**src/hw/gpio_buffer_pkg.sv**
```systemverilog
// Constants shared by the data-buffer and general-purpose port block.
// Assumes a single 40 MHz clock and a synchronous, active-high reset.
package gpio_buffer_pkg;

  // ==========================================================================
  // Register addresses
  // ==========================================================================
  localparam logic [15:0] FIXED_INPUT_PORT_ADDR = 16'h03f3;
  localparam logic [15:0] PORT_C_DATA_ADDR = 16'h15e8;
  localparam logic [15:0] SINGLE_BIT_PORT_ADDR = 16'h15e9;
  localparam logic [15:0] PORT_A_DATA_ADDR = 16'h15ea;
  localparam logic [15:0] PORT_B_DATA_ADDR = 16'h15eb;
  localparam logic [15:0] PORT_MODE_CONTROL_ADDR = 16'h15ec;
  localparam logic [15:0] PORT_C_BIT_MODIFIER_ADDR = 16'h15ed;

  // Low address bits under the port block select.
  localparam logic [2:0] SEL_PORT_C = 3'h0;
  localparam logic [2:0] SEL_PORT_Y = 3'h1;
  localparam logic [2:0] SEL_PORT_A = 3'h2;
  localparam logic [2:0] SEL_PORT_B = 3'h3;
  localparam logic [2:0] SEL_MODE = 3'h4;
  localparam logic [2:0] SEL_BIT_MOD = 3'h5;

  // ==========================================================================
  // Mode control fields
  // ==========================================================================
  localparam int MODE_HI_BIT = 7;
  localparam int MODE_LO_BIT = 6;
  localparam int STRENGTH_BIT = 5;
  localparam int TEST_BIT = 4;
  localparam int DIR_Y_BIT = 3;
  localparam int DIR_C_BIT = 2;
  localparam int DIR_B_BIT = 1;
  localparam int DIR_A_BIT = 0;
  localparam logic [7:0] MODE_CONTROL_RESET = 8'h00;
  localparam logic [7:0] PORT_DATA_RESET = 8'h00;

  typedef enum logic [1:0] {
    MODE_PLAIN,
    MODE_STROBE_A,
    MODE_STROBE_B,
    MODE_STROBE_BOTH
  } port_mode_e;

  // Handshake line positions inside a port C nibble.
  localparam int HS_STB = 0;
  localparam int HS_IBF = 1;
  localparam int HS_OBF = 2;
  localparam int HS_ACK = 3;
  localparam int BIT_VALUE_POS = 3;

  // ==========================================================================
  // DMA and timing
  // ==========================================================================
  localparam logic [2:0] DMA_NONE_CODE = 3'h4;
  localparam int SYNC_STAGES = 2;

endpackage

```
**src/hw/isa_data_buffer_io_ports.sv**
```systemverilog
// Data-buffer personality: bus steering, DMA request/acknowledge muxing,
// low-memory strobes and the general-purpose ports A, B, C, Y and Z.
// Assumes every pin input is asynchronous to clk_in and is therefore
// synchronised before use; bus strobes are slow compared with 25 ns.
`timescale 1ns/100ps
module isa_data_buffer_io_ports
  import gpio_buffer_pkg::*;
#(
  parameter int BUF_DEPTH = 2
) (
  input wire logic clk_in,
  input wire logic srst_in,
  input wire logic [15:0] cpu_data_in,
  output logic [15:0] cpu_data_out,
  output logic [1:0] cpu_data_oe_n_out,
  input wire logic [15:0] sys_data_in,
  output logic [15:0] sys_data_out,
  output logic [1:0] sys_data_oe_n_out,
  input wire logic [15:0] ide_data_in,
  output logic [15:0] ide_data_out,
  output logic [1:0] ide_data_oe_n_out,
  input wire logic drive_low_byte_enable_n_in,
  input wire logic drive_high_byte_enable_n_in,
  input wire logic io_read_n_in,
  input wire logic io_write_n_in,
  input wire logic mem_read_n_in,
  input wire logic mem_write_n_in,
  input wire logic [2:0] addr_low_in,
  input wire logic port_block_select_n_in,
  input wire logic fixed_port_select_n_in,
  input wire logic [7:0] dma_request_in,
  input wire logic [2:0] channel_select_in,
  input wire logic ack_demux_enable_in,
  output logic merged_dma_request_out,
  output logic [7:0] dma_ack_n_out,
  input wire logic low_megabyte_flag_n_in,
  output logic low_mem_read_n_out,
  output logic low_mem_write_n_out,
  input wire logic [7:0] port_a_in,
  output logic [7:0] port_a_out,
  output logic [7:0] port_a_oe_n_out,
  input wire logic [7:0] port_b_in,
  output logic [7:0] port_b_out,
  output logic [7:0] port_b_oe_n_out,
  input wire logic [7:0] port_c_in,
  output logic [7:0] port_c_out,
  output logic [7:0] port_c_oe_n_out,
  input wire logic port_y_in,
  output logic port_y_out,
  output logic port_y_oe_n_out,
  input wire logic [3:0] port_z_in,
  output logic full_strength_out
);

  localparam int ASYNC_W = 101;
  localparam int PTR_W = (BUF_DEPTH > 1) ? $clog2(BUF_DEPTH) : 1;
  localparam int CNT_W = $clog2(BUF_DEPTH + 1);

  function automatic logic [PTR_W-1:0] next_ptr(input logic [PTR_W-1:0] ptr);
    next_ptr = (32'(ptr) == BUF_DEPTH - 1) ? '0 : ptr + 1'b1;
  endfunction

  // Port C lines that belong to a strobed port's handshake.
  function automatic logic [7:0] hs_mask(input port_mode_e m);
    hs_mask = 8'h00;
    if (m == MODE_STROBE_A || m == MODE_STROBE_BOTH) begin
      hs_mask[3:0] = 4'hf;
    end
    if (m == MODE_STROBE_B || m == MODE_STROBE_BOTH) begin
      hs_mask[7:4] = 4'hf;
    end
  endfunction

  // ==========================================================================
  // Input synchronisers
  // ==========================================================================
  logic [ASYNC_W-1:0] sync1_reg;
  logic [ASYNC_W-1:0] sync2_reg;
  logic [15:0] s_cpu_d;
  logic [15:0] s_sys_d;
  logic [15:0] s_ide_d;
  logic [7:0] s_dreq;
  logic [2:0] s_chan;
  logic [2:0] s_addr;
  logic [7:0] s_pa;
  logic [7:0] s_pb;
  logic [7:0] s_pc;
  logic s_py;
  logic [3:0] s_pz;
  logic s_io_rd_n;
  logic s_io_wr_n;
  logic s_mem_rd_n;
  logic s_mem_wr_n;
  logic s_blk_n;
  logic s_fix_n;
  logic s_low_megabyte_flag_n;
  logic s_ide_lo_n;
  logic s_ide_hi_n;
  logic s_ack_en;

  always_ff @(posedge clk_in) begin
    sync1_reg <= {cpu_data_in, sys_data_in, ide_data_in, dma_request_in, channel_select_in,
                  addr_low_in, port_a_in, port_b_in, port_c_in, port_y_in, port_z_in,
                  io_read_n_in, io_write_n_in, mem_read_n_in, mem_write_n_in,
                  port_block_select_n_in, fixed_port_select_n_in, low_megabyte_flag_n_in,
                  drive_low_byte_enable_n_in, drive_high_byte_enable_n_in,
                  ack_demux_enable_in};
    sync2_reg <= sync1_reg;
  end

  assign {s_cpu_d, s_sys_d, s_ide_d, s_dreq, s_chan, s_addr, s_pa, s_pb, s_pc, s_py, s_pz,
          s_io_rd_n, s_io_wr_n, s_mem_rd_n, s_mem_wr_n, s_blk_n, s_fix_n, s_low_megabyte_flag_n,
          s_ide_lo_n, s_ide_hi_n, s_ack_en} = sync2_reg;

  // ==========================================================================
  // Register access strobes
  // ==========================================================================
  logic io_rd_prev_reg;
  logic io_wr_prev_reg;
  logic [7:0] wr_data_reg;
  logic [2:0] acc_addr_reg;
  logic acc_blk_reg;
  logic acc_fix_reg;
  logic rd_end;
  logic wr_end;
  logic blk_wr_end;

  // Address, select and data are held from inside the strobe, so the
  // deasserting edge still sees the values the host presented.
  always_ff @(posedge clk_in) begin
    if (srst_in) begin
      io_rd_prev_reg <= 1'b0;
      io_wr_prev_reg <= 1'b0;
      wr_data_reg <= 8'h00;
      acc_addr_reg <= 3'h0;
      acc_blk_reg <= 1'b0;
      acc_fix_reg <= 1'b0;
    end else begin
      io_rd_prev_reg <= ~s_io_rd_n;
      io_wr_prev_reg <= ~s_io_wr_n;
      if (!s_io_rd_n || !s_io_wr_n) begin
        acc_addr_reg <= s_addr;
        acc_blk_reg <= ~s_blk_n;
        acc_fix_reg <= ~s_fix_n;
        wr_data_reg <= s_cpu_d[7:0];
      end
    end
  end

  assign rd_end = io_rd_prev_reg & s_io_rd_n;
  assign wr_end = io_wr_prev_reg & s_io_wr_n;
  assign blk_wr_end = wr_end & acc_blk_reg;

  // ==========================================================================
  // Mode control
  // ==========================================================================
  logic [7:0] mode_ctl_reg;
  port_mode_e mode;
  logic [1:0] strobed;
  logic [1:0] port_dir;

  always_ff @(posedge clk_in) begin
    if (srst_in) begin
      mode_ctl_reg <= MODE_CONTROL_RESET;
    end else if (blk_wr_end && acc_addr_reg == SEL_MODE) begin
      mode_ctl_reg <= wr_data_reg;
    end
  end

  assign mode = port_mode_e'(mode_ctl_reg[MODE_HI_BIT:MODE_LO_BIT]);
  assign strobed[0] = (mode == MODE_STROBE_A) || (mode == MODE_STROBE_BOTH);
  assign strobed[1] = (mode == MODE_STROBE_B) || (mode == MODE_STROBE_BOTH);
  assign port_dir = {mode_ctl_reg[DIR_B_BIT], mode_ctl_reg[DIR_A_BIT]};
  assign full_strength_out = mode_ctl_reg[STRENGTH_BIT];

  // ==========================================================================
  // Port latches
  // ==========================================================================
  logic [7:0] port_a_reg;
  logic [7:0] port_b_reg;
  logic [7:0] port_c_reg;
  logic port_y_reg;
  logic [7:0] bit_free;

  assign bit_free = ~hs_mask(mode);

  always_ff @(posedge clk_in) begin
    if (srst_in) begin
      port_a_reg <= PORT_DATA_RESET;
      port_b_reg <= PORT_DATA_RESET;
      port_c_reg <= PORT_DATA_RESET;
      port_y_reg <= 1'b0;
    end else if (blk_wr_end) begin
      unique case (acc_addr_reg)
        SEL_PORT_A: port_a_reg <= wr_data_reg;
        SEL_PORT_B: port_b_reg <= wr_data_reg;
        SEL_PORT_C: port_c_reg <= wr_data_reg;
        SEL_PORT_Y: port_y_reg <= wr_data_reg[0];
        SEL_BIT_MOD: begin
          // Handshake lines of a strobed port are not open to single-bit writes.
          if (bit_free[wr_data_reg[2:0]]) begin
            port_c_reg[wr_data_reg[2:0]] <= wr_data_reg[BIT_VALUE_POS];
          end
        end
        default: begin
        end
      endcase
    end
  end

  // ==========================================================================
  // Strobed handshake and two-entry input buffers
  // ==========================================================================
  logic [7:0] fifo_mem [2][BUF_DEPTH];
  logic [PTR_W-1:0] wr_ptr_reg [2];
  logic [PTR_W-1:0] rd_ptr_reg [2];
  logic [CNT_W-1:0] count_reg [2];
  logic [1:0] stb_prev_reg;
  logic [1:0] obf_n_reg;
  logic [1:0] push;
  logic [1:0] pop;
  logic [1:0] fifo_ready;
  logic [1:0] fifo_valid;
  logic [1:0] port_wr;
  logic [1:0] port_rd_end;
  logic [7:0] pin_data [2];
  logic [7:0] head_data [2];

  assign pin_data[0] = s_pa;
  assign pin_data[1] = s_pb;
  assign port_wr[0] = blk_wr_end && acc_addr_reg == SEL_PORT_A;
  assign port_wr[1] = blk_wr_end && acc_addr_reg == SEL_PORT_B;
  assign port_rd_end[0] = rd_end && acc_blk_reg && acc_addr_reg == SEL_PORT_A;
  assign port_rd_end[1] = rd_end && acc_blk_reg && acc_addr_reg == SEL_PORT_B;

  always_comb begin
    for (int p = 0; p < 2; p++) begin
      fifo_valid[p] = count_reg[p] != '0;
      fifo_ready[p] = 32'(count_reg[p]) < BUF_DEPTH;
      head_data[p] = fifo_mem[p][rd_ptr_reg[p]];
      // A strobe that arrives while the buffer is full is ignored and its byte is lost;
      // the input-full flag only shows that the buffer holds at least one byte.
      push[p] = strobed[p] && !port_dir[p] && stb_prev_reg[p]
                && !s_pc[4*p+HS_STB] && fifo_ready[p];
      pop[p] = strobed[p] && !port_dir[p] && port_rd_end[p] && fifo_valid[p];
    end
  end

  always_ff @(posedge clk_in) begin
    for (int p = 0; p < 2; p++) begin
      if (srst_in || !strobed[p] || port_dir[p]) begin
        wr_ptr_reg[p] <= '0;
        rd_ptr_reg[p] <= '0;
        count_reg[p] <= '0;
      end else begin
        if (push[p]) begin
          fifo_mem[p][wr_ptr_reg[p]] <= pin_data[p];
          wr_ptr_reg[p] <= next_ptr(wr_ptr_reg[p]);
        end
        if (pop[p]) begin
          rd_ptr_reg[p] <= next_ptr(rd_ptr_reg[p]);
        end
        if (push[p] && !pop[p]) begin
          count_reg[p] <= count_reg[p] + 1'b1;
        end else if (pop[p] && !push[p]) begin
          count_reg[p] <= count_reg[p] - 1'b1;
        end
      end
    end
  end

  // Output-full is active low; a CPU write in the same cycle as an
  // acknowledge wins that cycle; an acknowledge still low one cycle later reports the new word as taken.
  always_ff @(posedge clk_in) begin
    for (int p = 0; p < 2; p++) begin
      if (srst_in) begin
        stb_prev_reg[p] <= 1'b1;
        obf_n_reg[p] <= 1'b1;
      end else begin
        stb_prev_reg[p] <= s_pc[4*p+HS_STB];
        if (!strobed[p] || !port_dir[p]) begin
          obf_n_reg[p] <= 1'b1;
        end else if (port_wr[p]) begin
          obf_n_reg[p] <= 1'b0;
        end else if (!s_pc[4*p+HS_ACK]) begin
          obf_n_reg[p] <= 1'b1;
        end
      end
    end
  end

  // ==========================================================================
  // Pin drive and read-back values
  // ==========================================================================
  logic [7:0] pc_drive;
  logic [7:0] pc_oe_n;
  logic [7:0] pc_read;
  logic [7:0] pa_read;
  logic [7:0] pb_read;
  logic [7:0] reg_rd_data;

  always_comb begin
    for (int i = 0; i < 8; i++) begin
      pc_drive[i] = port_c_reg[i];
      pc_oe_n[i] = ~mode_ctl_reg[DIR_C_BIT];
      pc_read[i] = mode_ctl_reg[DIR_C_BIT] ? port_c_reg[i] : s_pc[i];
    end
    for (int p = 0; p < 2; p++) begin
      if (strobed[p]) begin
        pc_drive[4*p+HS_IBF] = fifo_valid[p];
        pc_drive[4*p+HS_OBF] = obf_n_reg[p];
        pc_oe_n[4*p+HS_STB] = 1'b1;
        pc_oe_n[4*p+HS_IBF] = 1'b0;
        pc_oe_n[4*p+HS_OBF] = 1'b0;
        pc_oe_n[4*p+HS_ACK] = 1'b1;
        pc_read[4*p+HS_STB] = s_pc[4*p+HS_STB];
        pc_read[4*p+HS_IBF] = fifo_valid[p];
        pc_read[4*p+HS_OBF] = obf_n_reg[p];
        pc_read[4*p+HS_ACK] = s_pc[4*p+HS_ACK];
      end
    end
    pa_read = mode_ctl_reg[DIR_A_BIT] ? port_a_reg : (strobed[0] ? head_data[0] : s_pa);
    pb_read = mode_ctl_reg[DIR_B_BIT] ? port_b_reg : (strobed[1] ? head_data[1] : s_pb);
    unique case (s_addr)
      SEL_PORT_A: reg_rd_data = pa_read;
      SEL_PORT_B: reg_rd_data = pb_read;
      SEL_PORT_C: reg_rd_data = pc_read;
      SEL_PORT_Y: reg_rd_data = {7'h00, mode_ctl_reg[DIR_Y_BIT] ? port_y_reg : s_py};
      default: reg_rd_data = 8'h00;
    endcase
  end

  always_ff @(posedge clk_in) begin
    if (srst_in) begin
      port_a_out <= 8'h00;
      port_b_out <= 8'h00;
      port_c_out <= 8'h00;
      port_y_out <= 1'b0;
      port_a_oe_n_out <= 8'hff;
      port_b_oe_n_out <= 8'hff;
      port_c_oe_n_out <= 8'hff;
      port_y_oe_n_out <= 1'b1;
    end else begin
      port_a_out <= port_a_reg;
      port_b_out <= port_b_reg;
      port_c_out <= pc_drive;
      port_y_out <= port_y_reg;
      port_a_oe_n_out <= {8{~mode_ctl_reg[DIR_A_BIT]}};
      port_b_oe_n_out <= {8{~mode_ctl_reg[DIR_B_BIT]}};
      port_c_oe_n_out <= pc_oe_n;
      port_y_oe_n_out <= ~mode_ctl_reg[DIR_Y_BIT];
    end
  end

  // ==========================================================================
  // Data bus steering
  // ==========================================================================
  logic host_rd;
  logic host_wr;
  logic blk_rd;
  logic fix_rd;
  logic own_sel;
  logic [1:0] ide_en;

  assign host_rd = ~s_io_rd_n | ~s_mem_rd_n;
  assign host_wr = ~s_io_wr_n | ~s_mem_wr_n;
  assign own_sel = ~s_blk_n | ~s_fix_n;
  assign blk_rd = ~s_io_rd_n & ~s_blk_n;
  assign fix_rd = ~s_io_rd_n & ~s_fix_n;
  assign ide_en = {~s_ide_hi_n, ~s_ide_lo_n};

  always_ff @(posedge clk_in) begin
    if (srst_in) begin
      cpu_data_out <= 16'h0000;
      cpu_data_oe_n_out <= 2'b11;
      sys_data_out <= 16'h0000;
      sys_data_oe_n_out <= 2'b11;
      ide_data_out <= 16'h0000;
      ide_data_oe_n_out <= 2'b11;
    end else begin
      cpu_data_oe_n_out <= 2'b11;
      sys_data_oe_n_out <= 2'b11;
      ide_data_oe_n_out <= 2'b11;
      cpu_data_out <= s_sys_d;
      sys_data_out <= s_cpu_d;
      ide_data_out <= s_cpu_d;
      if (blk_rd) begin
        cpu_data_out <= {8'h00, reg_rd_data};
        cpu_data_oe_n_out <= 2'b10;
      end else if (fix_rd) begin
        // The disk-change level rides on drive bit 7 and is put on both buses.
        cpu_data_out <= {8'h00, s_ide_d[7], 3'h0, s_pz};
        cpu_data_oe_n_out <= 2'b10;
        sys_data_out <= {8'h00, s_ide_d[7], 7'h00};
        sys_data_oe_n_out <= 2'b10;
      end else if (host_rd && ide_en != 2'b00) begin
        cpu_data_out <= s_ide_d;
        cpu_data_oe_n_out <= ~ide_en;
      end else if (host_rd) begin
        cpu_data_oe_n_out <= 2'b00;
      end else if (host_wr && ide_en != 2'b00) begin
        ide_data_oe_n_out <= ~ide_en;
      end else if (host_wr && !own_sel) begin
        sys_data_oe_n_out <= 2'b00;
      end
    end
  end

  // ==========================================================================
  // DMA and low-memory strobes
  // ==========================================================================
  always_ff @(posedge clk_in) begin
    if (srst_in) begin
      merged_dma_request_out <= 1'b0;
      dma_ack_n_out <= 8'hff;
      low_mem_read_n_out <= 1'b1;
      low_mem_write_n_out <= 1'b1;
    end else begin
      merged_dma_request_out <= (s_chan == DMA_NONE_CODE) ? 1'b0 : s_dreq[s_chan];
      dma_ack_n_out <= (s_ack_en && s_chan != DMA_NONE_CODE) ?
                       ~(8'h01 << s_chan) : 8'hff;
      low_mem_read_n_out <= ~(~s_low_megabyte_flag_n & ~s_mem_rd_n);
      low_mem_write_n_out <= ~(~s_low_megabyte_flag_n & ~s_mem_wr_n);
    end
  end

endmodule

```
**config.mk**
```make
export PLATFORM = sky130hd
export DESIGN_NAME = isa_data_buffer_io_ports
export DESIGN_NICKNAME = d
export VERILOG_FILES = /design/src/hw/gpio_buffer_pkg.sv /design/src/hw/isa_data_buffer_io_ports.sv
export SDC_FILE = /design/constraint.sdc
export NUM_CORES = 1
export LEC_CHECK = 0
export BUFFER_PORTS_ARGS = -buffer_cell sky130_fd_sc_hd__buf_2
export CAP_MARGIN = 20
export CORE_MARGIN = 4
export CORE_UTILIZATION = 45
export DETAILED_ROUTE_END_ITERATION = 10
export GPL_TIMING_DRIVEN = 0
export PLACE_DENSITY_LB_ADDON = 0.08
export SLEW_MARGIN = 15
export SYNTH_ARGS = -nofsm -noshare
export SYNTH_HDL_FRONTEND = slang
export SYNTH_SLANG_ARGS = --single-unit
```
**constraint.sdc**
```tcl
create_clock -name clk_in -period 2 [get_ports clk_in]
set_input_delay 0 -clock clk_in [delete_from_list [all_inputs] [get_ports clk_in]]
set_output_delay 0 -clock clk_in [all_outputs]
set_load 0.05 [all_outputs]
```
* After elaboration in Yosys (flattened, before gate mapping) *
Memory sizes are Yosys's and may differ from the RTL's.
Cells that the tools add are included.

operators by class
  magnitude comparators = 11
  add/sub/neg operators = 8
  shift operators = 1
  equality and inequality tests = 16
  reduce and logical (&&, ||, !) cells = 71
  bitwise logic cells = 42
  mux-type cells = 103

operator list
  cell                                                                          count
  8-bit 2-to-1 mux                                                              15
  16-bit 2-to-1 mux                                                             5
  1-bit 2-to-1 mux                                                              60
  8-bit case mux with 4 select lines                                            1
  1-bit logical AND                                                             29
  2-bit 2-to-1 mux                                                              9
  1-bit inverter                                                                17
  8-bit demux with 1-bit select                                                 2
  4-bit 2-to-1 mux                                                              4
  8-bit inverter                                                                2
  8-bit case mux with 2 select lines                                            1
  2-bit OR reduction                                                            7
  1-bit logical NOT                                                             13
  3-bit by 2-bit == test with 1-bit output, second input constant               4
  6-bit OR reduction                                                            2
  1-bit OR                                                                      11
  3-bit == test, second input constant                                          3
  1-bit logical OR                                                              9
  8-bit bitwise mux                                                             1
  2-bit greater-or-equal comparator, second input constant                      4
  3-bit by 4-bit less-than comparator with 1-bit output, second input constant  2
  1-bit inverter with 2-bit output                                              4
  2-bit nonzero test                                                            4
  1-bit by 3-bit << shifter with 8-bit output, first input constant             1
  21 further kinds                                                              42

word-level totals
  bits in registers = 352
  memories = 4
  RAM bits = 40
  bits of input ports = 103

memories
  memory      words  bits a word  rd ports  clocked after memory_dff  write ports  RTL line                         source
  fifo_mem    2      16           2         0                         2            isa_data_buffer_io_ports.sv:214  logic [7:0] fifo_mem [2][BUF_DEPTH];
  count_reg   2      2            2         0                         2            isa_data_buffer_io_ports.sv:217  logic [CNT_W-1:0] count_reg [2];
  rd_ptr_reg  2      1            2         0                         2            isa_data_buffer_io_ports.sv:216  logic [PTR_W-1:0] rd_ptr_reg [2];
  wr_ptr_reg  2      1            2         0                         2            isa_data_buffer_io_ports.sv:215  logic [PTR_W-1:0] wr_ptr_reg [2];

* Longest topological paths before layout *
  depth in word-level cells = 13
  gate-level depth with buffers = 8

* Least setup slack after synthesis *
OpenSTA, ideal clock, no wires.

  kind = reg-to-reg
  start = register mode_ctl_reg[1]
  end = memory fifo_mem[0][24] (netlist name) (enable)
  library setup time = 0.370 ns
  data arrival time = 1.428 ns
  cell stages (with the launch flop) = 7
  setup slack = 0.202 ns
  cells stage by stage = dfxtp_1 buf_2 nor2b_1 and2_1 clkbuf_1 nand2_1 nor2_1

RTL lines
  element                 RTL line                         source
  start, declared         isa_data_buffer_io_ports.sv:157  logic [7:0] mode_ctl_reg;
  start signal, assigned  isa_data_buffer_io_ports.sv:166  mode_ctl_reg <= wr_data_reg;
  end, declared           isa_data_buffer_io_ports.sv:214

* Worst setup path after layout *
  start = register mode_ctl_reg[2]
  end = register cpu_data_out[0]

on the way
  longest elaborated chain between the ends = 4

RTL lines
  element                             RTL line                         source
  1-bit 2-to-1 mux                    isa_data_buffer_io_ports.sv:306  pc_read[i] = mode_ctl_reg[DIR_C_BIT] ? port_c_reg[i] : s_pc[i];
  4-bit 2-to-1 mux                    isa_data_buffer_io_ports.sv:309  if (strobed[p]) begin
  8-bit case mux with 4 select lines  isa_data_buffer_io_ports.sv:324  unique case (s_addr)
  8-bit 2-to-1 mux                    isa_data_buffer_io_ports.sv:387  if (blk_rd) begin
  end signal, assigned                isa_data_buffer_io_ports.sv:384  cpu_data_out <= s_sys_d;
  end signal, assigned                isa_data_buffer_io_ports.sv:388  cpu_data_out <= {8'h00, reg_rd_data};
  end signal, assigned                isa_data_buffer_io_ports.sv:392  cpu_data_out <= {8'h00, s_ide_d[7], 3'h0, s_pz};
  end, declared                       isa_data_buffer_io_ports.sv:14   output logic [15:0] cpu_data_out,

Every way passes these cells.
A chain may end at the register's enable or synchronous reset.

==> out/qor.txt <==
status -> finished, final reports clean
sequential power share -> 50.5%
Setup WS pre-CTS -> -0.3540 ns
Setup Skew -> 0.006815 ns
Comb pwr share -> 5.9%
CP arrival -> 2.34 ns
detailed-route wire length per cell -> 15.87 um
Worst-Skew Late Latency -> 0.52 ns
largest family of logic cells by synthesized area -> simple AND/OR/NAND/NOR gates
Initial Util -> 46.29%
Synth Register Bits -> 387
WP buf/inv -> 1
asr flop ratio synth -> 0%
design area -> 0.01520 mm2
Routed WL -> 25800 um
ys flop type -> dfxtp_1
DIE AREA -> 0.02792 mm2
pwr/cell area -> 1077 mW/mm2
R2R depth -> 6
actual slew at the worst max-slew pin -> 0.7832 ns
area fraction in compound gates after synthesis -> 6.702%
Initial DRC Count -> 344
crit-path max cell delay -> 0.34 ns
Die Width -> 167.1 um
Worst path slowest cell -> mux2_1
CP cell instances -> buf_2 -> nor2b_2 -> mux2_1 -> o21ai_1 -> a21boi_1 -> a211o_1
maximum number of pins on one net before global-route repair -> 15
RD Place Congestion -> 0.8411
post-synthesis xor/xnor area fraction -> 0.2197%
relative max-transition margin -> 47.05%
core area -> 0.02460 mm2
# IOs -> 219
Post-Synth Simple-Gate Area -> 12.12%
Synth area leaders -> dfxtp_1 61%, edfxtp_1 11%, mux2i_1 5.2%
Global Route Usage Sum -> 18.11%
top cell type's share of synthesized area -> 61.00%
detailed-route DRC error count -> 0
Startpoint Class -> flop
RSZ-0062 raised after global routing -> no
Warnings, synthesis -> 0
peak supply drop -> 0.7494 mV
maximum root-to-sink buffer count -> 3
Post-Synth Adder-Cell Area -> 0.1099%
Worst setup endpoint -> cpu_data_out[0]$_SDFF_PP0_
htree depth -> 2
DP Area -> 0.01288 mm2
vias -> 7555
CP max FO -> 10
Final min period -> 1.935 ns
Fmax achieved -> 516.7 MHz
clk sinks -> 387
final hold violations -> 0
DR pass1 iterations -> 4
first-pass GRT wire length -> 40480 um
Final period util -> 96.77%
Crit Path Class -> reg -> reg
diode count -> 0
initial antenna violation count -> 0
register area share after synthesis -> 71.54%
DP HPWL -> 17770 um
synth-to-layout area growth -> 33.51%
flop2flop setup slack -> 0.06 ns
Worst Hold Class -> in -> reg
nets -> 1377
crit path capture type -> flop
P_leak -> 6.431 nW
Data required, critical path -> 2.40 ns
fin util -> 61.80%
Max-Cap Viols -> 0
vias in the first global route -> 7457
CP Depth -> 6
Routed Antenna Nets -> 0
Clock Power Share -> 43.6%
CTS Buf Count -> 38
post-synth net total -> 1020
multiplexer area fraction after synthesis -> 5.977%
final setup fails -> 0
Synth cell types -> 65
CTS root buf -> clkbuf_16
r2r endpoint -> cpu_data_out[0]$_SDFF_PP0_
CTS tree -> yes
Yosys top cell by area -> dfxtp_1
Mapped Cells -> 916
Post-synth EDFFs -> 40
layout cell share with drive strength beyond 1 -> 26.34%
Int Power -> 12.82 mW
syn_area_per_cell -> 12.43 um2
CTS clk-pin slew, worst paths -> 0.06 ns
Die Ht -> 167.1 um
Port Buffers -> 217
Sw Share -> 21.68%
num rows -> 57
Crit path max-delay family -> compound AO/OA/AOI/OAI gates
P_sw -> 3.549 mW
final setup TNS -> 0 ns
Final Max Tran Viols -> 0
Via-to-Cell Ratio -> 4.646
worst setup margin -> 0.06468 ns
GR Overflow Total -> 0
mapped cell area -> 0.01139 mm2
Worst Setup SP -> mode_ctl_reg[2]$_SDFFE_PP0P_
worst r2r src -> mode_ctl_reg[2]$_SDFFE_PP0P_
placed cells by master, fill, tap and decap left out, types with 9 or more instances in the layout:
cell / synthesis / final
and2_1: 11 / 11
buf_4: 20 / 22
nor2_1: 67 / 65
clkbuf_1: 20 / 25
buf_2: 20 / 236
a211oi_1: 23 / 23
a21oi_1: 51 / 51
clkbuf_8: 0 / 9
mux2i_1: 59 / 59
clkbuf_16: 0 / 40
dfxtp_1: 347 / 346
dlygate4sd3_1: 0 / 101
nand2_1: 71 / 71
nand3_1: 12 / 12
edfxtp_1: 40 / 40
nor2b_1: 55 / 53
worst reg2reg max path: cells and delay by family, from the launching register on:
kind | cells | cell delay, ns
and+or+nand+nor | 1 | 0.28
DFF | 1 | 0.30
muxes | 1 | 0.34
buffers and inverters | 1 | 0.25
AOI/OAI and AO/OA | 3 | 0.65
metal layers:
layer	global-route usage, %	vias up	part of all wire [%]
met4	5.621	0	2.6
met5	0	-	0
met2	29.20	208	47
li1	-	3810	-
met3	4.266	53	6.0
met1	24.34	3484	45
stage by stage:
step / cells / hold slack, ns / total power [mW]
global route: 1626 / 0.1008 / 16.99
CTS: 1628 / 0.08897 / 16.55
detailed placement: 1457 / 0.1036 / 9.250
floorplan: 916 / 0.02772 / 8.926
global placement: 1457 / 0.1020 / 9.242
finish: 1626 / 0.1137 / 16.37
worst min-delay path by stage:
stage | endpoint | slack [ns] | cells after the start | from
CTS | sync1_reg[61]$_DFF_P_ | 0.09 | 2 | ide_data_in[8]
finish | sync1_reg[28]$_DFF_P_ | 0.11 | 2 | port_b_in[5]
global route | sync1_reg[19]$_DFF_P_ | 0.10 | 2 | port_c_in[4]
detailed placement | sync1_reg[6]$_DFF_P_ | 0.10 | 1 | mem_write_n_in
global placement | sync1_reg[48]$_DFF_P_ | 0.10 | 1 | dma_request_in[3]
floorplan | sync1_reg[0]$_DFF_P_ | 0.03 | 0 | ack_demux_enable_in
area by class of cell:
cell class | instances | area (um2)
Multi-Input combinational cell | 456 | 2882
Tap cell | 324 | 405.4
Clock buffer | 58 | 1159
Clock inverter | 11 | 132.6
Buffer | 65 | 350.3
Sequential cell | 387 | 8149
Fill cell | 2070 | 9400
Timing Repair Buffer | 319 | 2105
Inverter | 6 | 22.52
kinds of logic after synthesis:
| group | Yosys count |
|---|---|
| flip-flops | 387 |
| AND/OR/NAND/NOR | 268 |
| AO/OA/AOI/OAI | 118 |
| buffers and inverters | 73 |
| multiplexers | 66 |
| XOR/XNOR | 2 |
| adder cells (fa/ha/maj) | 1 |
| other | 1 |
cells in the mapped netlist, drive strengths merged (2+ instances only):
master,instances
o22ai,6
dfxtp,347
nand3,14
and3,3
nand2,72
a21oi,51
edfxtp,40
nand4,5
a221o,2
a21boi,2
a211o,2
nor3b,8
nand2b,7
or2,2
clkbuf,21
a31oi,2
or3,8
nor3,4
nor2,68
nor4,2
and2,11
nor2b,55
a22o,2
a211oi,24
o221ai,4
nand3b,4
a21o,2
mux2,6
buf,46
o21ai,12
mux2i,59
inv,6
power by group through the flow:
| stage | clock network, mW | logic, mW | registers [mW] |
|---|---|---|---|
| final | 7.14 | 0.968 | 8.26 |
| after global routing | 7.65 | 1.05 | 8.29 |
| after CTS | 7.31 | 0.978 | 8.26 |
| after detailed placement | 0 | 0.819 | 8.43 |
| after global placement | 0 | 0.813 | 8.43 |
| after floorplan | 0 | 0.284 | 8.64 |
what timing repair did:
item / in CTS / in global routing
cloned: 0 / 0
hold buffers: 101 / 0
setup endpoints to repair: 18 / 27
pin swaps: 1 / 1
hold endpoints to repair: 101 / 0
gates resized for setup: 6 / 5
buffers inserted: 1 / 0
Power figures use the tool's default switching activity.
